<file path="src/fnd_pkg.sv">
package fnd_pkg;

  // ---------------------------------------------------------------
  // Setting word layout
  // ---------------------------------------------------------------
  localparam int SET_W        = 24;
  localparam int SEL_LSB      = 0;
  localparam int FRAC_LSB     = 2;
  localparam int FRAC_W       = 4;
  localparam int DIV_LSB      = 6;
  localparam int DIV_W        = 15;
  localparam int MSS_BIT      = 21;
  localparam int PWDN_BIT     = 22;
  localparam int CRST_BIT     = 23;
  localparam logic [1:0] SEL_RF_WORD = 2'h3;
  localparam logic [SET_W-1:0] SETTING_RST = 24'h000000;

  // ---------------------------------------------------------------
  // Prescaler and fraction moduli
  // ---------------------------------------------------------------
  localparam logic [4:0] PRE_LOW_P     = 5'h08;
  localparam logic [4:0] PRE_HIGH_P    = 5'h10;
  localparam logic [4:0] FRAC_MOD_15   = 5'h0F;
  localparam logic [4:0] FRAC_MOD_16   = 5'h10;
  localparam logic [3:0] FRAC_ALL_ONES = 4'hF;
  localparam logic [10:0] COARSE_GAP   = 11'h002;

  // ---------------------------------------------------------------
  // Lock filter
  // ---------------------------------------------------------------
  localparam int LOCK_NARROW_NS = 15;
  localparam int LOCK_WIDE_NS   = 30;
  localparam logic [2:0] LOCK_CYCLES = 3'h5;

  // ---------------------------------------------------------------
  // APB register map
  // ---------------------------------------------------------------
  localparam logic [7:0] OFS_CTRL    = 8'h00;
  localparam logic [7:0] OFS_STATUS  = 8'h04;
  localparam logic [7:0] OFS_IRQ_EN  = 8'h08;
  localparam logic [7:0] OFS_IRQ_CLR = 8'h0C;
  localparam logic [7:0] OFS_SETTING = 8'h10;
  localparam logic [7:0] OFS_DECODE  = 8'h14;
  localparam logic [7:0] OFS_LOCK    = 8'h18;
  localparam logic CTRL_MOD16_RST    = 1'b0;

  // Event bits of status, enable and clear
  localparam int EV_LOAD   = 0;
  localparam int EV_LOCK   = 1;
  localparam int EV_UNLOCK = 2;
  localparam int EV_BAD    = 3;
  localparam int EV_W      = 4;
  localparam logic [EV_W-1:0] IRQ_EN_RST = 4'h0;

  typedef struct packed {
    logic [10:0] coarse;
    logic [1:0]  quad;
    logic [1:0]  unit;
  } fnd_split_s;

  // Splits a divide value into coarse, quad-step and unit-step counts
  function automatic fnd_split_s fnd_split(input logic [DIV_W-1:0] value, input logic high_band);
    fnd_split_s s;
    s.unit = value[1:0];
    if (high_band) begin
      s.coarse = value[14:4];
      s.quad   = value[3:2];
    end else begin
      s.coarse = value[13:3];
      s.quad   = {1'b0, value[2]};
    end
    return s;
  endfunction

endpackage

</file>
<file path="src/fnd_ser_if.sv">
`timescale 1ns/1ps
`default_nettype none

interface fnd_ser_if;
  logic [23:0] word;
  logic        load;
  modport rx   (output word, output load);
  modport core (input word, input load);
endinterface

`default_nettype wire

</file>
<file path="src/fnd_ser_rx.sv">
`timescale 1ns/1ps
`default_nettype none

module fnd_ser_rx
  import fnd_pkg::*;
(
  // Clock and reset
  input  wire logic pclk,
  input  wire logic presetn,
  // Three-wire pins
  input  wire logic ser_clk,
  input  wire logic ser_data,
  input  wire logic ser_le,
  // Word to the core
  fnd_ser_if.rx     link
);

  typedef struct packed {
    logic [1:0]       clk_s;
    logic [1:0]       dat_s;
    logic [1:0]       le_s;
    logic             clk_prev;
    logic             le_prev;
    logic [SET_W-1:0] shift;
    logic [SET_W-1:0] word;
    logic             load;
  } fnd_rx_s;

  fnd_rx_s rx_reg;
  fnd_rx_s rx_next;

  // ---------------------------------------------------------------
  // Shift and latch
  // ---------------------------------------------------------------
  // Data and clock share one synchroniser depth, so setup at the pin
  // carries over to the sampled edge.
  always_comb begin
    rx_next          = rx_reg;
    rx_next.clk_s    = {rx_reg.clk_s[0], ser_clk};
    rx_next.dat_s    = {rx_reg.dat_s[0], ser_data};
    rx_next.le_s     = {rx_reg.le_s[0], ser_le};
    rx_next.clk_prev = rx_reg.clk_s[1];
    rx_next.le_prev  = rx_reg.le_s[1];
    rx_next.load     = 1'b0;
    if (rx_reg.clk_s[1] && !rx_reg.clk_prev) begin
      rx_next.shift = {rx_reg.shift[SET_W-2:0], rx_reg.dat_s[1]};
    end
    if (rx_reg.le_s[1] && !rx_reg.le_prev) begin
      rx_next.word = rx_reg.shift;
      rx_next.load = 1'b1;
    end
  end

  always_ff @(posedge pclk or negedge presetn) begin
    if (!presetn) begin
      rx_reg <= '0;
    end else begin
      rx_reg <= rx_next;
    end
  end

  assign link.word = rx_reg.word;
  assign link.load = rx_reg.load;

endmodule // fnd_ser_rx

`default_nettype wire

</file>
<file path="src/fnd_top.sv">
`timescale 1ns/1ps
`default_nettype none

// How it works
// - Divide value sits in word bits 6-20
// - High band uses the same field placement
// - Fraction numerator bits 2-5, ones need 16
// - Split value into coarse, quad, unit counts
// - Base modulus 8 low band, 16 high
// - Fraction adds numerator over modulus on average
// - Serial bits MSB first on rising clock
// - Lock after 5 good reference cycles
// - Locked uses wide window; exceed drops lock
// - Latch word only when low bits are 11
// - Select bit one picks high band
module fnd_top
  import fnd_pkg::*;
(
  // Clock and reset
  input  wire logic        pclk,
  input  wire logic        presetn,
  // APB slave
  input  wire logic [7:0]  paddr,
  input  wire logic        psel,
  input  wire logic        penable,
  input  wire logic        pwrite,
  input  wire logic [31:0] pwdata,
  output logic             pready,
  output logic [31:0]      prdata,
  output logic             pslverr,
  // Three-wire setting link
  input  wire logic        ser_clk,
  input  wire logic        ser_data,
  input  wire logic        ser_le,
  // Divided clocks and phase comparator
  input  wire logic        ref_div_clk,
  input  wire logic        fb_div_clk,
  input  wire logic        phase_err,
  // Prescaler presets
  output logic [10:0]      coarse_count,
  output logic [1:0]       quad_count,
  output logic [1:0]       unit_count,
  output logic             modulus_set_select,
  output logic             frac_carry,
  // Loop control and lock
  output logic             power_down,
  output logic             counter_reset,
  output logic             lock_detect,
  output logic             lock_window_wide,
  output logic             irq
);

  typedef enum logic {
    LK_HUNT,
    LK_LOCKED
  } fnd_lock_e;

  typedef struct packed {
    logic [1:0]       ref_s;
    logic             ref_prev;
    logic [1:0]       fb_s;
    logic             fb_prev;
    logic [1:0]       err_s;
    logic [SET_W-1:0] setting;
    logic             mod16;
    logic [3:0]       acc;
    logic             carry;
    fnd_split_s       split;
    fnd_lock_e        lk;
    logic [2:0]       cnt;
    logic             lock;
    logic [EV_W-1:0]  status;
    logic [EV_W-1:0]  irq_en;
    logic             irq;
    logic             pready;
    logic             pslverr;
    logic [31:0]      prdata;
  } fnd_state_s;

  fnd_state_s st_reg;
  fnd_state_s st_next;

  fnd_ser_if ser ();

  fnd_ser_rx u_rx (
    .pclk     (pclk),
    .presetn  (presetn),
    .ser_clk  (ser_clk),
    .ser_data (ser_data),
    .ser_le   (ser_le),
    .link     (ser)
  );

  // ---------------------------------------------------------------
  // Field views of the latched word, select bits from the incoming word
  // ---------------------------------------------------------------
  logic [DIV_W-1:0]  rf_divide_value;
  logic [FRAC_W-1:0] fraction_numerator;
  logic [1:0]        word_select_bits;
  logic              setting_high_band;
  logic              pwdn;
  logic              crst;

  assign rf_divide_value    = st_reg.setting[DIV_LSB +: DIV_W];
  assign fraction_numerator = st_reg.setting[FRAC_LSB +: FRAC_W];
  assign word_select_bits   = ser.word[SEL_LSB +: 2];
  assign setting_high_band  = st_reg.setting[MSS_BIT];
  assign pwdn               = st_reg.setting[PWDN_BIT];
  assign crst               = st_reg.setting[CRST_BIT];

  // ---------------------------------------------------------------
  // Next state
  // ---------------------------------------------------------------
  always_comb begin
    logic [EV_W-1:0] ev;
    fnd_split_s      chk;
    logic [1:0]      big;
    logic [4:0]      sum;
    logic [4:0]      modv;
    logic            ref_rise;
    logic            fb_rise;
    logic            setup_ph;
    logic            access_ph;
    ev        = '0;
    chk       = '0;
    big       = '0;
    sum       = '0;
    modv      = '0;
    ref_rise  = 1'b0;
    fb_rise   = 1'b0;
    setup_ph  = 1'b0;
    access_ph = 1'b0;
    st_next   = st_reg;

    // Pin synchronisers
    st_next.ref_s    = {st_reg.ref_s[0], ref_div_clk};
    st_next.fb_s     = {st_reg.fb_s[0], fb_div_clk};
    st_next.err_s    = {st_reg.err_s[0], phase_err};
    st_next.ref_prev = st_reg.ref_s[1];
    st_next.fb_prev  = st_reg.fb_s[1];
    ref_rise = st_reg.ref_s[1] && !st_reg.ref_prev;
    fb_rise  = st_reg.fb_s[1] && !st_reg.fb_prev;

    // Latch a new setting word and check its ratio
    if (ser.load && (word_select_bits == SEL_RF_WORD)) begin
      st_next.setting = ser.word;
      ev[EV_LOAD] = 1'b1;
      chk = fnd_split(ser.word[DIV_LSB +: DIV_W], ser.word[MSS_BIT]);
      big = (chk.quad > chk.unit) ? chk.quad : chk.unit;
      if (chk.coarse < ({9'h000, big} + COARSE_GAP)) begin
        ev[EV_BAD] = 1'b1;
      end
      // Without modulus 16 the all-ones numerator would carry every cycle
      if (!st_reg.mod16 && (ser.word[FRAC_LSB +: FRAC_W] == FRAC_ALL_ONES)) begin
        ev[EV_BAD] = 1'b1;
      end
    end

    // Presets follow the latched word; N = P*C + 4*B + A
    st_next.split = fnd_split(rf_divide_value, setting_high_band);

    // Fraction accumulator, one step per feedback cycle
    st_next.carry = 1'b0;
    modv = st_reg.mod16 ? FRAC_MOD_16 : FRAC_MOD_15;
    if (pwdn || crst) begin
      st_next.acc = '0;
    end else if (fb_rise) begin
      sum = {1'b0, st_reg.acc} + {1'b0, fraction_numerator};
      if (sum >= modv) begin
        sum           = sum - modv;
        st_next.carry = 1'b1;
      end
      st_next.acc = sum[3:0];
    end

    // Lock filter, judged once per reference cycle
    if (pwdn) begin
      st_next.lk   = LK_HUNT;
      st_next.cnt  = '0;
      st_next.lock = 1'b0;
    end else if (ref_rise) begin
      case (st_reg.lk)
        LK_HUNT: begin
          if (st_reg.err_s[1]) begin
            st_next.cnt = '0;
          end else if (st_reg.cnt == (LOCK_CYCLES - 3'h1)) begin
            st_next.lk    = LK_LOCKED;
            st_next.lock  = 1'b1;
            st_next.cnt   = '0;
            ev[EV_LOCK]   = 1'b1;
          end else begin
            st_next.cnt = st_reg.cnt + 3'h1;
          end
        end
        LK_LOCKED: begin
          if (st_reg.err_s[1]) begin
            st_next.lk    = LK_HUNT;
            st_next.lock  = 1'b0;
            st_next.cnt   = '0;
            ev[EV_UNLOCK] = 1'b1;
          end
        end
        default: begin
          st_next.lk   = LK_HUNT;
          st_next.cnt  = '0;
          st_next.lock = 1'b0;
        end
      endcase
    end

    // APB: answer registered in the setup cycle, ready in the access cycle
    setup_ph  = psel && !penable;
    access_ph = psel && penable && st_reg.pready;
    st_next.pready  = 1'b0;
    st_next.pslverr = 1'b0;
    if (setup_ph) begin
      st_next.pready = 1'b1;
      st_next.prdata = '0;
      case (paddr)
        OFS_CTRL:    st_next.prdata = {31'h00000000, st_reg.mod16};
        OFS_STATUS:  st_next.prdata = {28'h0000000, st_reg.status};
        OFS_IRQ_EN:  st_next.prdata = {28'h0000000, st_reg.irq_en};
        OFS_IRQ_CLR: st_next.prdata = '0;
        OFS_SETTING: st_next.prdata = {8'h00, st_reg.setting};
        OFS_DECODE:  st_next.prdata = {13'h0000, fraction_numerator, st_reg.split};
        OFS_LOCK:    st_next.prdata = {27'h0000000, st_reg.cnt, st_reg.lk == LK_LOCKED, st_reg.lock};
        default:     st_next.pslverr = 1'b1;
      endcase
    end
    if (access_ph && pwrite && !st_reg.pslverr) begin
      case (paddr)
        OFS_CTRL:    st_next.mod16  = pwdata[0];
        OFS_IRQ_EN:  st_next.irq_en = pwdata[EV_W-1:0];
        OFS_IRQ_CLR: st_next.status = st_reg.status & ~pwdata[EV_W-1:0];
        default:     st_next.mod16  = st_reg.mod16;
      endcase
    end

    // A new event in the clearing cycle survives the clear
    st_next.status = st_next.status | ev;
    st_next.irq    = |(st_next.status & st_next.irq_en);
  end

  // ---------------------------------------------------------------
  // State register
  // ---------------------------------------------------------------
  always_ff @(posedge pclk or negedge presetn) begin
    if (!presetn) begin
      st_reg         <= '0;
      st_reg.setting <= SETTING_RST;
      st_reg.mod16   <= CTRL_MOD16_RST;
      st_reg.irq_en  <= IRQ_EN_RST;
      st_reg.lk      <= LK_HUNT;
    end else begin
      st_reg <= st_next;
    end
  end

  // ---------------------------------------------------------------
  // Outputs
  // ---------------------------------------------------------------
  assign pready             = st_reg.pready;
  assign prdata             = st_reg.prdata;
  assign pslverr            = st_reg.pslverr;
  assign coarse_count       = st_reg.split.coarse;
  assign quad_count         = st_reg.split.quad;
  assign unit_count         = st_reg.split.unit;
  assign modulus_set_select = st_reg.setting[MSS_BIT];
  assign frac_carry         = st_reg.carry;
  assign power_down         = st_reg.setting[PWDN_BIT];
  assign counter_reset      = st_reg.setting[CRST_BIT];
  assign lock_detect        = st_reg.lock;
  // Analog window choice: narrow while hunting, wide once locked
  assign lock_window_wide   = st_reg.lock;
  assign irq                = st_reg.irq;

endmodule // fnd_top

`default_nettype wire

</file>
<file path="config.mk">
export PLATFORM = sky130hd
export DESIGN_NAME = fnd_top
export DESIGN_NICKNAME = d
export VERILOG_FILES = /design/src/fnd_pkg.sv /design/src/fnd_ser_if.sv /design/src/fnd_ser_rx.sv /design/src/fnd_top.sv
export SDC_FILE = /design/constraint.sdc
export NUM_CORES = 1
export LEC_CHECK = 0
export ABC_AREA = 1
export BUFFER_PORTS_ARGS = -buffer_cell sky130_fd_sc_hd__buf_2
export CORE_MARGIN = 5
export CORE_UTILIZATION = 61
export CTS_CLUSTER_SIZE = 16
export DETAILED_ROUTE_END_ITERATION = 6
export HOLD_SLACK_MARGIN = 0.1
export PLACE_DENSITY = 0.86
export SETUP_SLACK_MARGIN = 0.05
export SLEW_MARGIN = 20
export SYNTH_ARGS = -nofsm -noshare
export SYNTH_HDL_FRONTEND = slang
export SYNTH_SLANG_ARGS = --single-unit
</file>
<file path="constraint.sdc">
create_clock -name pclk -period 5.1 [get_ports pclk]
set_input_delay 0.255 -clock pclk [delete_from_list [all_inputs] [get_ports pclk]]
set_output_delay 0.255 -clock pclk [all_outputs]
set_load 0.05 [all_outputs]
</file>
# ---- Word level (Yosys, flattened, before mapping)
# Cells that the tools add are included.
dict set report word_totals {
  reg_bits 158
  input_bits 51
  elab_cells 116
}
dict set report classes {
  addsub 4
  n_lt_le_gt_ge 3
  n_eq_ne 12
  mux 36
  bitwise_logic 5
  n_reduce_logical 27
}
# operator n
set op_table {}
lappend op_table {{$pmux 24 s6} 1}
lappend op_table {{$mux 13} 3}
lappend op_table {{$mux 34} 1}
lappend op_table {{$mux 5} 5}
lappend op_table {{$eq 8x5->1 const B} 3}
lappend op_table {{$eq 8x4->1 const B} 2}
lappend op_table {{$mux 4} 4}
lappend op_table {{$mux 1} 15}
lappend op_table {{$logic_and 1x1->1} 11}
lappend op_table {{$lt 11x3->1} 1}
lappend op_table {{$pmux 5 s2} 1}
lappend op_table {{$and 4x4->4} 2}
lappend op_table {{$eq 8x3->1 const B} 1}
lappend op_table {{$logic_not 8->1} 1}
lappend op_table {{$mux 8} 1}
lappend op_table {{$logic_not 1->1} 7}
lappend op_table {{$reduce_or 7->1} 1}
lappend op_table {{$mux 2} 3}
lappend op_table {{$mux 3} 2}
lappend op_table {{$ne 3x3->1 const B} 2}
lappend op_table {{$add 4x4->5} 1}
lappend op_table {{$ge 5x5->1} 1}
lappend op_table {{$eq 4x4->1 const B} 1}
lappend op_table {{$not 4->4} 1}
lappend op_table {{other kinds (14)} 16}

# ---- Longest topological paths before layout
# Gate-level depths: netlist of run 1.
dict set report logic_depth {
  depth_word 13
  ltp_mapped 14
  ltp_nobuf 14
}

# ---- Modules after synthesis
# Synthesis of run 1 repeated with hierarchy kept, for this count alone.
dict set report hier_totals {
  cells_unflattened 833
  area_unflattened_um2 7340.8
}
# mod instances cells_each area_each_um2 seq_area_each_um2
set by_module_without_submodules {}
lappend by_module_without_submodules {fnd_top 1 589 4869.7 2327.2}
lappend by_module_without_submodules {fnd_ser_rx 1 244 2471.1 1426.4}

# ---- Least setup slack after synthesis of run 1
# No wires, ideal clock.
dict set report synth_timing {
  path_kind {flip-flop to flip-flop}
  start {reg st_reg, in the netlist fraction_numerator[0]}
  end {reg st_reg[64] (netlist bit)}
  setup_time_ns 0.083
  arrival_ns 2.215
  path_slack_ns 2.802
  stages_incl_launch_ff 14
  n_path_buf 0
  period_less_slack_ns 2.298
  path_cell_list {dfrtp_1 ha_1 fa_1 nand2_1 inv_1 nor2_1 o21bai_1 ha_1 a21oi_1 o21a_1 nand3_1 nand2_1 nand2_1 o21ai_0}
}
dict set report synth_via {
  elab_chain_cells 5
  elab_cells_between_ends 6
}
# item line
set synth_rtl {}
lappend synth_rtl {{from (decl)} fnd_top.sv:80} ;# fnd_state_s st_reg;
lappend synth_rtl {{from (signal assigned)} fnd_top.sv:255} ;# st_reg <= st_next;
lappend synth_rtl {{$add 4x4->5 (*)} fnd_top.sv:168} ;# sum = {1'b0, st_reg.acc} + {1'b0, fraction_numerator};
lappend synth_rtl {{$sub 4x4->4 or $ge 5x5->1 (tied branches)} {fnd_top.sv:170, fnd_top.sv:169}}
lappend synth_rtl {{$mux 4 (*)} fnd_top.sv:169} ;# if (sum >= modv) begin
lappend synth_rtl {{$mux 5 (*)} fnd_top.sv:167} ;# end else if (fb_rise) begin
lappend synth_rtl {{$mux 4 (*)} fnd_top.sv:165} ;# if (pwdn || crst) begin
# Every way passes the cells marked *; elsewhere a longest branch is shown, timed or not. The select of a mux whose other input is x is not followed.
# A chain may end at the register's enable or synchronous reset.

# ---- Worst setup path after layout of run 1
dict set report layout_timing {
  start {reg st_reg, in the netlist fraction_numerator[0]}
  end {reg st_reg[65] (netlist bit)}
}
# Same word-level chain as after synthesis.

==> results of run 1 <==
[worst max path at each step]
stage                                                 start                     end  slack [ns]  cells after the start
after floorplan           fraction_numerator[0]$_DFFE_PN0P_  st_reg[64]$_DFFE_PN0P_        2.80                     13
after global placement    fraction_numerator[0]$_DFFE_PN0P_  st_reg[64]$_DFFE_PN0P_        2.55                     12
after detailed placement  fraction_numerator[0]$_DFFE_PN0P_  st_reg[66]$_DFFE_PN0P_        2.43                     13
after CTS                 fraction_numerator[0]$_DFFE_PN0P_  st_reg[65]$_DFFE_PN0P_        2.40                     13
after global routing      fraction_numerator[0]$_DFFE_PN0P_  st_reg[64]$_DFFE_PN0P_        2.13                     12
final                     fraction_numerator[0]$_DFFE_PN0P_  st_reg[65]$_DFFE_PN0P_        2.40                     12
[report_power, final]
group | switching (W) | internal [W] | total [W]
logic | 0.000647 | 0.000305 | 0.000952
registers | 0.000223 | 0.00146 | 0.00168
clock network | 0.000495 | 0.000765 | 0.00126
total | 0.00137 | 0.00253 | 0.00389
[kinds of logic (layout without fill, tap and decap cells)]
| logic type | count (synthesis) | in the layout | share of synthesized area |
|---|---|---|---|
| buffers and inverters | 147 | 197 | 0.109 |
| AO/OA/AOI/OAI | 117 | 117 | 0.0906 |
| adder cells (fa/ha/maj) | 18 | 18 | 0.0353 |
| multiplexers | 15 | 15 | 0.0249 |
| flip-flops | 150 | 150 | 0.552 |
| AND/OR/NAND/NOR | 308 | 308 | 0.186 |
| XOR/XNOR | 1 | 1 | 0.00129 |
| other | 1 | 8 | 0.000552 |
[final cells by class]
cell class,count,share of cell area
clock inverter,13,0.0222
inverter,78,0.0382
clock buffer,19,0.0563
sequential,150,0.489
timing repair buffer,87,0.0674
tap,140,0.0228
multi-input combinational,467,0.304
[routing by layer]
metal | vias to the layer above | track usage | share of wire
met3 | 35 | 0.0606 | 0.067
met4 | 0 | 0.110 | 0.030
met2 | 204 | 0.373 | 0.49
met1 | 2487 | 0.277 | 0.41
met5 | - | 0 | 0
li1 | 2443 | - | -
[tightest hold or removal path, cell delays in order]
cell    delay (ns)
buf_2         0.10
nor2_2        0.04
buf_4         0.20
[cells in the mapped netlist]
master,count,area (µm²)
clkbuf_1,17,63.8
mux2_2,15,169
o21bai_1,2,15.0
nor2_4,2,22.5
buf_4,48,360
conb_1,1,3.75
inv_1,77,289
nand3_1,25,125
and2_1,1,6.26
nor2_2,3,18.8
o21ai_0,88,440
nand2_2,2,12.5
clkinv_1,1,3.75
o211a_1,1,10.0
nor2_1,31,116
xnor2_1,1,8.76
a21oi_1,16,80.1
dfrtp_1,150,3750
nand4_1,8,50.1
o21a_1,1,7.51
nand2_1,227,852
o21ai_1,3,15.0
a22o_1,3,26.3
ha_1,16,200
buf_2,3,15.0
or2_2,1,6.26
a31oi_1,1,6.26
nor3_4,1,16.3
o31ai_1,2,15.0
nor3_1,6,30.0
fa_1,2,40.0
nor4_1,1,6.26
buf_6,1,11.3
[what timing repair did]
action,in CTS,in global routing
resized for setup,0,0
endpoints found under the hold margin,106,0
hold buffers,13,0
[metrics by stage]
step	utilization	hold WS, ns
CTS	0.704	0.120
global route	0.705	0.146
finish	0.705	0.148
floorplan	-	-0.0406
global placement	0.637	0.332
detailed placement	0.637	0.337
==> impl_metrics.toml, run 1 <==
[layout]
largest_reg_flops = 27
final_common_cell = "nand2_1"
n_antenna_cell = 0
seq_area_um2 = 3750
layout.cells.non_filler = 954
final_cell_mix = "nand2_1 (226), dfrtp_1 (150), o21ai_0 (88)"
drive_above_1_share = 0.161
fin_nets = 870
area_growth_pct = 12.9
final_cell_area_um2 = 7670
nFillCells = 716
multi_input_comb_area_um2 = 2330

[grt]
grt_max_degree = 93
grt_overflow = 0
track_usage = 0.226
antenna_found_initial = 0
grt_pass1_vias = 5097
grt_pass1_wl_um = 23600

[power_and_ir_drop]
p_leak_nw = 3.97
power_w = 0.00389
cellPowerDensity_nw_per_um2 = 507
vdd_drop_max_mv = 0.281

[clock_tree]
cts_tree = "done"
cts_htree_levels = 4
worstSkewPairLatency_ns = 0.52
cts_made_buffers = 17
cts_buffer_depth = 2
cts_root_buf = "clkbuf_8"
clk_pin_slew_ns = 0.06
cts_setup_buffers = 0
clock_sinks = 150

[logic_synthesis]
synth_cells = 757
ys_seq_area_frac = 0.552
syn_avg_cell_area_um2 = 8.98
ys_types = 33
synth_area_um2 = 6800
synth_warnings = 0
ys_ff_latch = 150

[sta]
setup_slack_ns = 2.40
rsz0062_at_grt = "false"
hold_viol = 0
finalCritPeriodShare = 0.530
maxSlewHeadroom = 0.466
fin_skew_ns = 0.00775
min_period_ns = 2.70
slew_violations = 0
fin_tns_setup_ns = 0
setup_violations = 0
timing.fmax_mhz = 370
max_slew.worst_pin.slew_ns = 0.801

[routing]
dr.pass1.iters = 5
viasPerCell = 5.42
routed_wl_um = 14300
route.vias.total = 5169
wire_per_inst_um = 15.0
drt_iter0_markers = 573
drc_errors = 0
antenna_left = 0

[die]
fp.dieH_um = 116
initial_core_util = 0.624
rows = 38
die_area_um2 = 13400
num_io_pins = 107
die_x_um = 116
coreArea_um2 = 10900

[worst_setup_path]
cpMostUsedCell = "nand2_1"
start_kind = "register"
critPathBufInv = 1
crit_required_ns = 5.53
worstSetupPathType = "reg -> reg"
worstSetupEndpointType = "register"
r2r_setup_slack_ns = 2.40
crit_chain = "ha_1 -> fa_1 -> nand2_1 -> inv_1 -> nor2_1 -> ha_1 -> a21oi_1 -> o21a_1 -> nand3_1 -> nand2_1 -> nand2_1 -> o21ai_0"
cpPeakStageDelay_ns = 0.44
reg2reg_from = "fraction_numerator[0]$_DFFE_PN0P_"
cp_max_fo = 8
arrival_ns = 3.13
ff2ff_path_depth = 12
critical-path-top-delay-family = "adder cells"
critPathSlowestCell = "dfrtp_1"
r2r_end = "st_reg[65]$_DFFE_PN0P_"

[hold_path]
worstHoldPathType = "in -> reg"
holdCritStartpoint = "penable"
hold_depth = 3
hold_end = "pready$_DFF_PN0_"

[placed_design]
port_buffers = 70
dp_slack_ns = 2.43
place_hpwl_um = 9450
postPlaceCellArea_um2 = 6940
placed_cells_incl_taps = 909
place.gp.congestion = 0.913

[flow_run]
drv_cap = 0

[status]
outcome = "finished, final reports clean"
Note: power is estimated with default switching activity, not from simulation.
==> run 2, diff against run 1 <==
CORE_UTILIZATION = 51   (was 61)
PLACE_DENSITY = 0.77   (was 0.86)
clock period = 2.3 ns   (was 5.1 ns; I/O delays follow)
==> impl_metrics.toml, run 2 (synthesis results as in run 1) <==
[grt]
grt_pass1_wl_um = 24200
antenna_found_initial = 0
grt_overflow = 0
grt_max_degree = 67
grt_pass1_vias = 4959
track_usage = 0.189

[power_and_ir_drop]
cellPowerDensity_nw_per_um2 = 1110
power_frac_clock = 0.318
intPower_w = 0.00580
p_leak_nw = 4.08
pwr-share-seq = 0.422
p_comb_frac = 0.259
power_switching_w = 0.00297
vdd_drop_max_mv = 0.590
switching_share = 0.338

[hold_path]
worstHoldPathType = "in -> reg"

[routing]
drc_errors = 0
wire_per_inst_um = 14.0
routed_wl_um = 14100
antenna_left = 0
drt_iter0_markers = 439
dr.pass1.iters = 5
route.vias.total = 5041
viasPerCell = 5.01

[placed_design]
postPlaceCellArea_um2 = 7120
place_hpwl_um = 9610
place.gp.congestion = 0.830
port_buffers = 70
placed_cells_incl_taps = 959

[clock_tree]
cts_made_buffers = 17
worstSkewPairLatency_ns = 0.42
cts_buffer_depth = 2
cts_htree_levels = 4
cts_root_buf = "clkbuf_16"
clk_pin_slew_ns = 0.06
cts_tree = "done"
clock_sinks = 150

[layout]
final_cell_mix = "nand2_1 (225), dfrtp_1 (150), o21ai_0 (84)"
final_common_cell = "nand2_1"
area_growth_pct = 16.3
layout.cells.non_filler = 1006
drive_above_1_share = 0.183
n_antenna_cell = 0
fin_nets = 888
final_cell_area_um2 = 7910
largest_reg_flops = 27

[worst_setup_path]
worstSetupPathType = "reg -> reg"
arrival_ns = 2.66
cp_max_fo = 8
crit_required_ns = 2.64
worstSetupEndpointType = "register"
start_kind = "register"

[sta]
slew_violations = 0
maxSlewHeadroom = 0.528
rsz0062_at_grt = "true"
timing.fmax_mhz = 431
setup_slack_ns = -0.0216
setup_violations = 3
fin_skew_ns = 0.00639
hold_viol = 0
finalCritPeriodShare = 1.01
max_slew.worst_pin.slew_ns = 0.704
min_period_ns = 2.32

[die]
num_io_pins = 107
die_area_um2 = 15700
fp.dieH_um = 125
rows = 42
die_x_um = 125
coreArea_um2 = 13100
initial_core_util = 0.517

[status]
outcome = "complete, but fails checks"
violations = "negative setup slack"

[flow_run]
drv_cap = 0
run 2: cell types whose count changed in the layout (fill, tap and decap cells not counted), sizes merged:
cell and change:
clkbuf +3, dlygate4sd3 +1, inv -4, buf +17
clkinvlp -1
run 2: what timing repair did:
item                                   4_1_cts  5_1_grt
endpoints found under the hold margin       80        0
pin swaps                                    2        4
setup endpoints to repair                    5        5
resized for setup                            9        3
hold buffers                                14        0
buffers inserted                             2        1
run 2: final cells by class:
type                       instances  area, µm²
tap                              176        220
inverter                          78        293
clock buffer                      22        474
multi-input combinational        467       2360
fill                            1094       5230
timing repair buffer             105        679
sequential                       150       3750
clock inverter                     8        124
run 2: final timing paths:
| path | startpoint | end | slack, ns | cells after the start |
|---|---|---|---|---|
| worst max-delay path | st_reg[64]$_DFFE_PN0P_ | st_reg[65]$_DFFE_PN0P_ | -0.02 | 13 |
| worst min-delay path | penable | pready$_DFF_PN0_ | 0.11 | 3 |
| worst max register to register | st_reg[64]$_DFFE_PN0P_ | st_reg[65]$_DFFE_PN0P_ | -0.02 | 13 |
| worst min register to register | st_next[94]$_DFF_PN0_ | st_reg[94]$_DFF_PN0_ | 0.34 | 0 |
| max in group asynchronous | presetn | st_next[94]$_DFF_PN0_ | 1.37 | 3 |
| min in group asynchronous | presetn | u_rx.rx_reg[38]$_DFFE_PN0P_ | 0.28 | 2 |
run 2: through the flow:
| step | hold slack (ns) | utilization | total power [W] | setup WS, ns | TNS, ns |
|---|---|---|---|---|---|
| after global routing | 0.116 | 0.602 | 0.00929 | -0.181 | -0.748 |
| after CTS | 0.101 | 0.600 | 0.00880 | -0.00369 | -0.00704 |
| after detailed placement | 0.155 | 0.542 | 0.00592 | -0.148 | -0.541 |
| final | 0.113 | 0.602 | 0.00876 | -0.0216 | -0.0495 |
| after floorplan | -0.181 | - | 0.00533 | 0.0563 | 0 |
| after global placement | 0.160 | 0.542 | 0.00582 | -0.0344 | -0.114 |
run 2: worst max-delay path: stages, from the launching register on:
cell and delay, ns:
dfrtp_1 0.38, ha_2 0.20, fa_2 0.34, nand2_1 0.07, inv_1 0.05, nor2_1 0.09, o21bai_1 0.07, ha_1 0.31
a21oi_2 0.14, o21a_1 0.18, nand3_4 0.13, nand2_1 0.09, nand2_1 0.05, o21ai_1 0.15
run 2: power by group through the flow:
| stage | logic [W] | registers, W | clock network, W |
|---|---|---|---|
| floorplan | 0.00169 | 0.00365 | 0 |
| global placement | 0.00211 | 0.00371 | 0 |
| detailed placement | 0.00219 | 0.00373 | 0 |
| CTS | 0.00227 | 0.00369 | 0.00283 |
| global route | 0.00256 | 0.00377 | 0.00295 |
| finish | 0.00227 | 0.00370 | 0.00279 |
run 2: layer usage:
metal / vias up / wire length, µm / global-route usage
met4: 0 / 306 / 0.0676
met3: 31 / 739 / 0.0495
li1: 2482 / - / -
met5: - / 0 / 0
met2: 130 / 6840 / 0.310
met1: 2398 / 6240 / 0.243
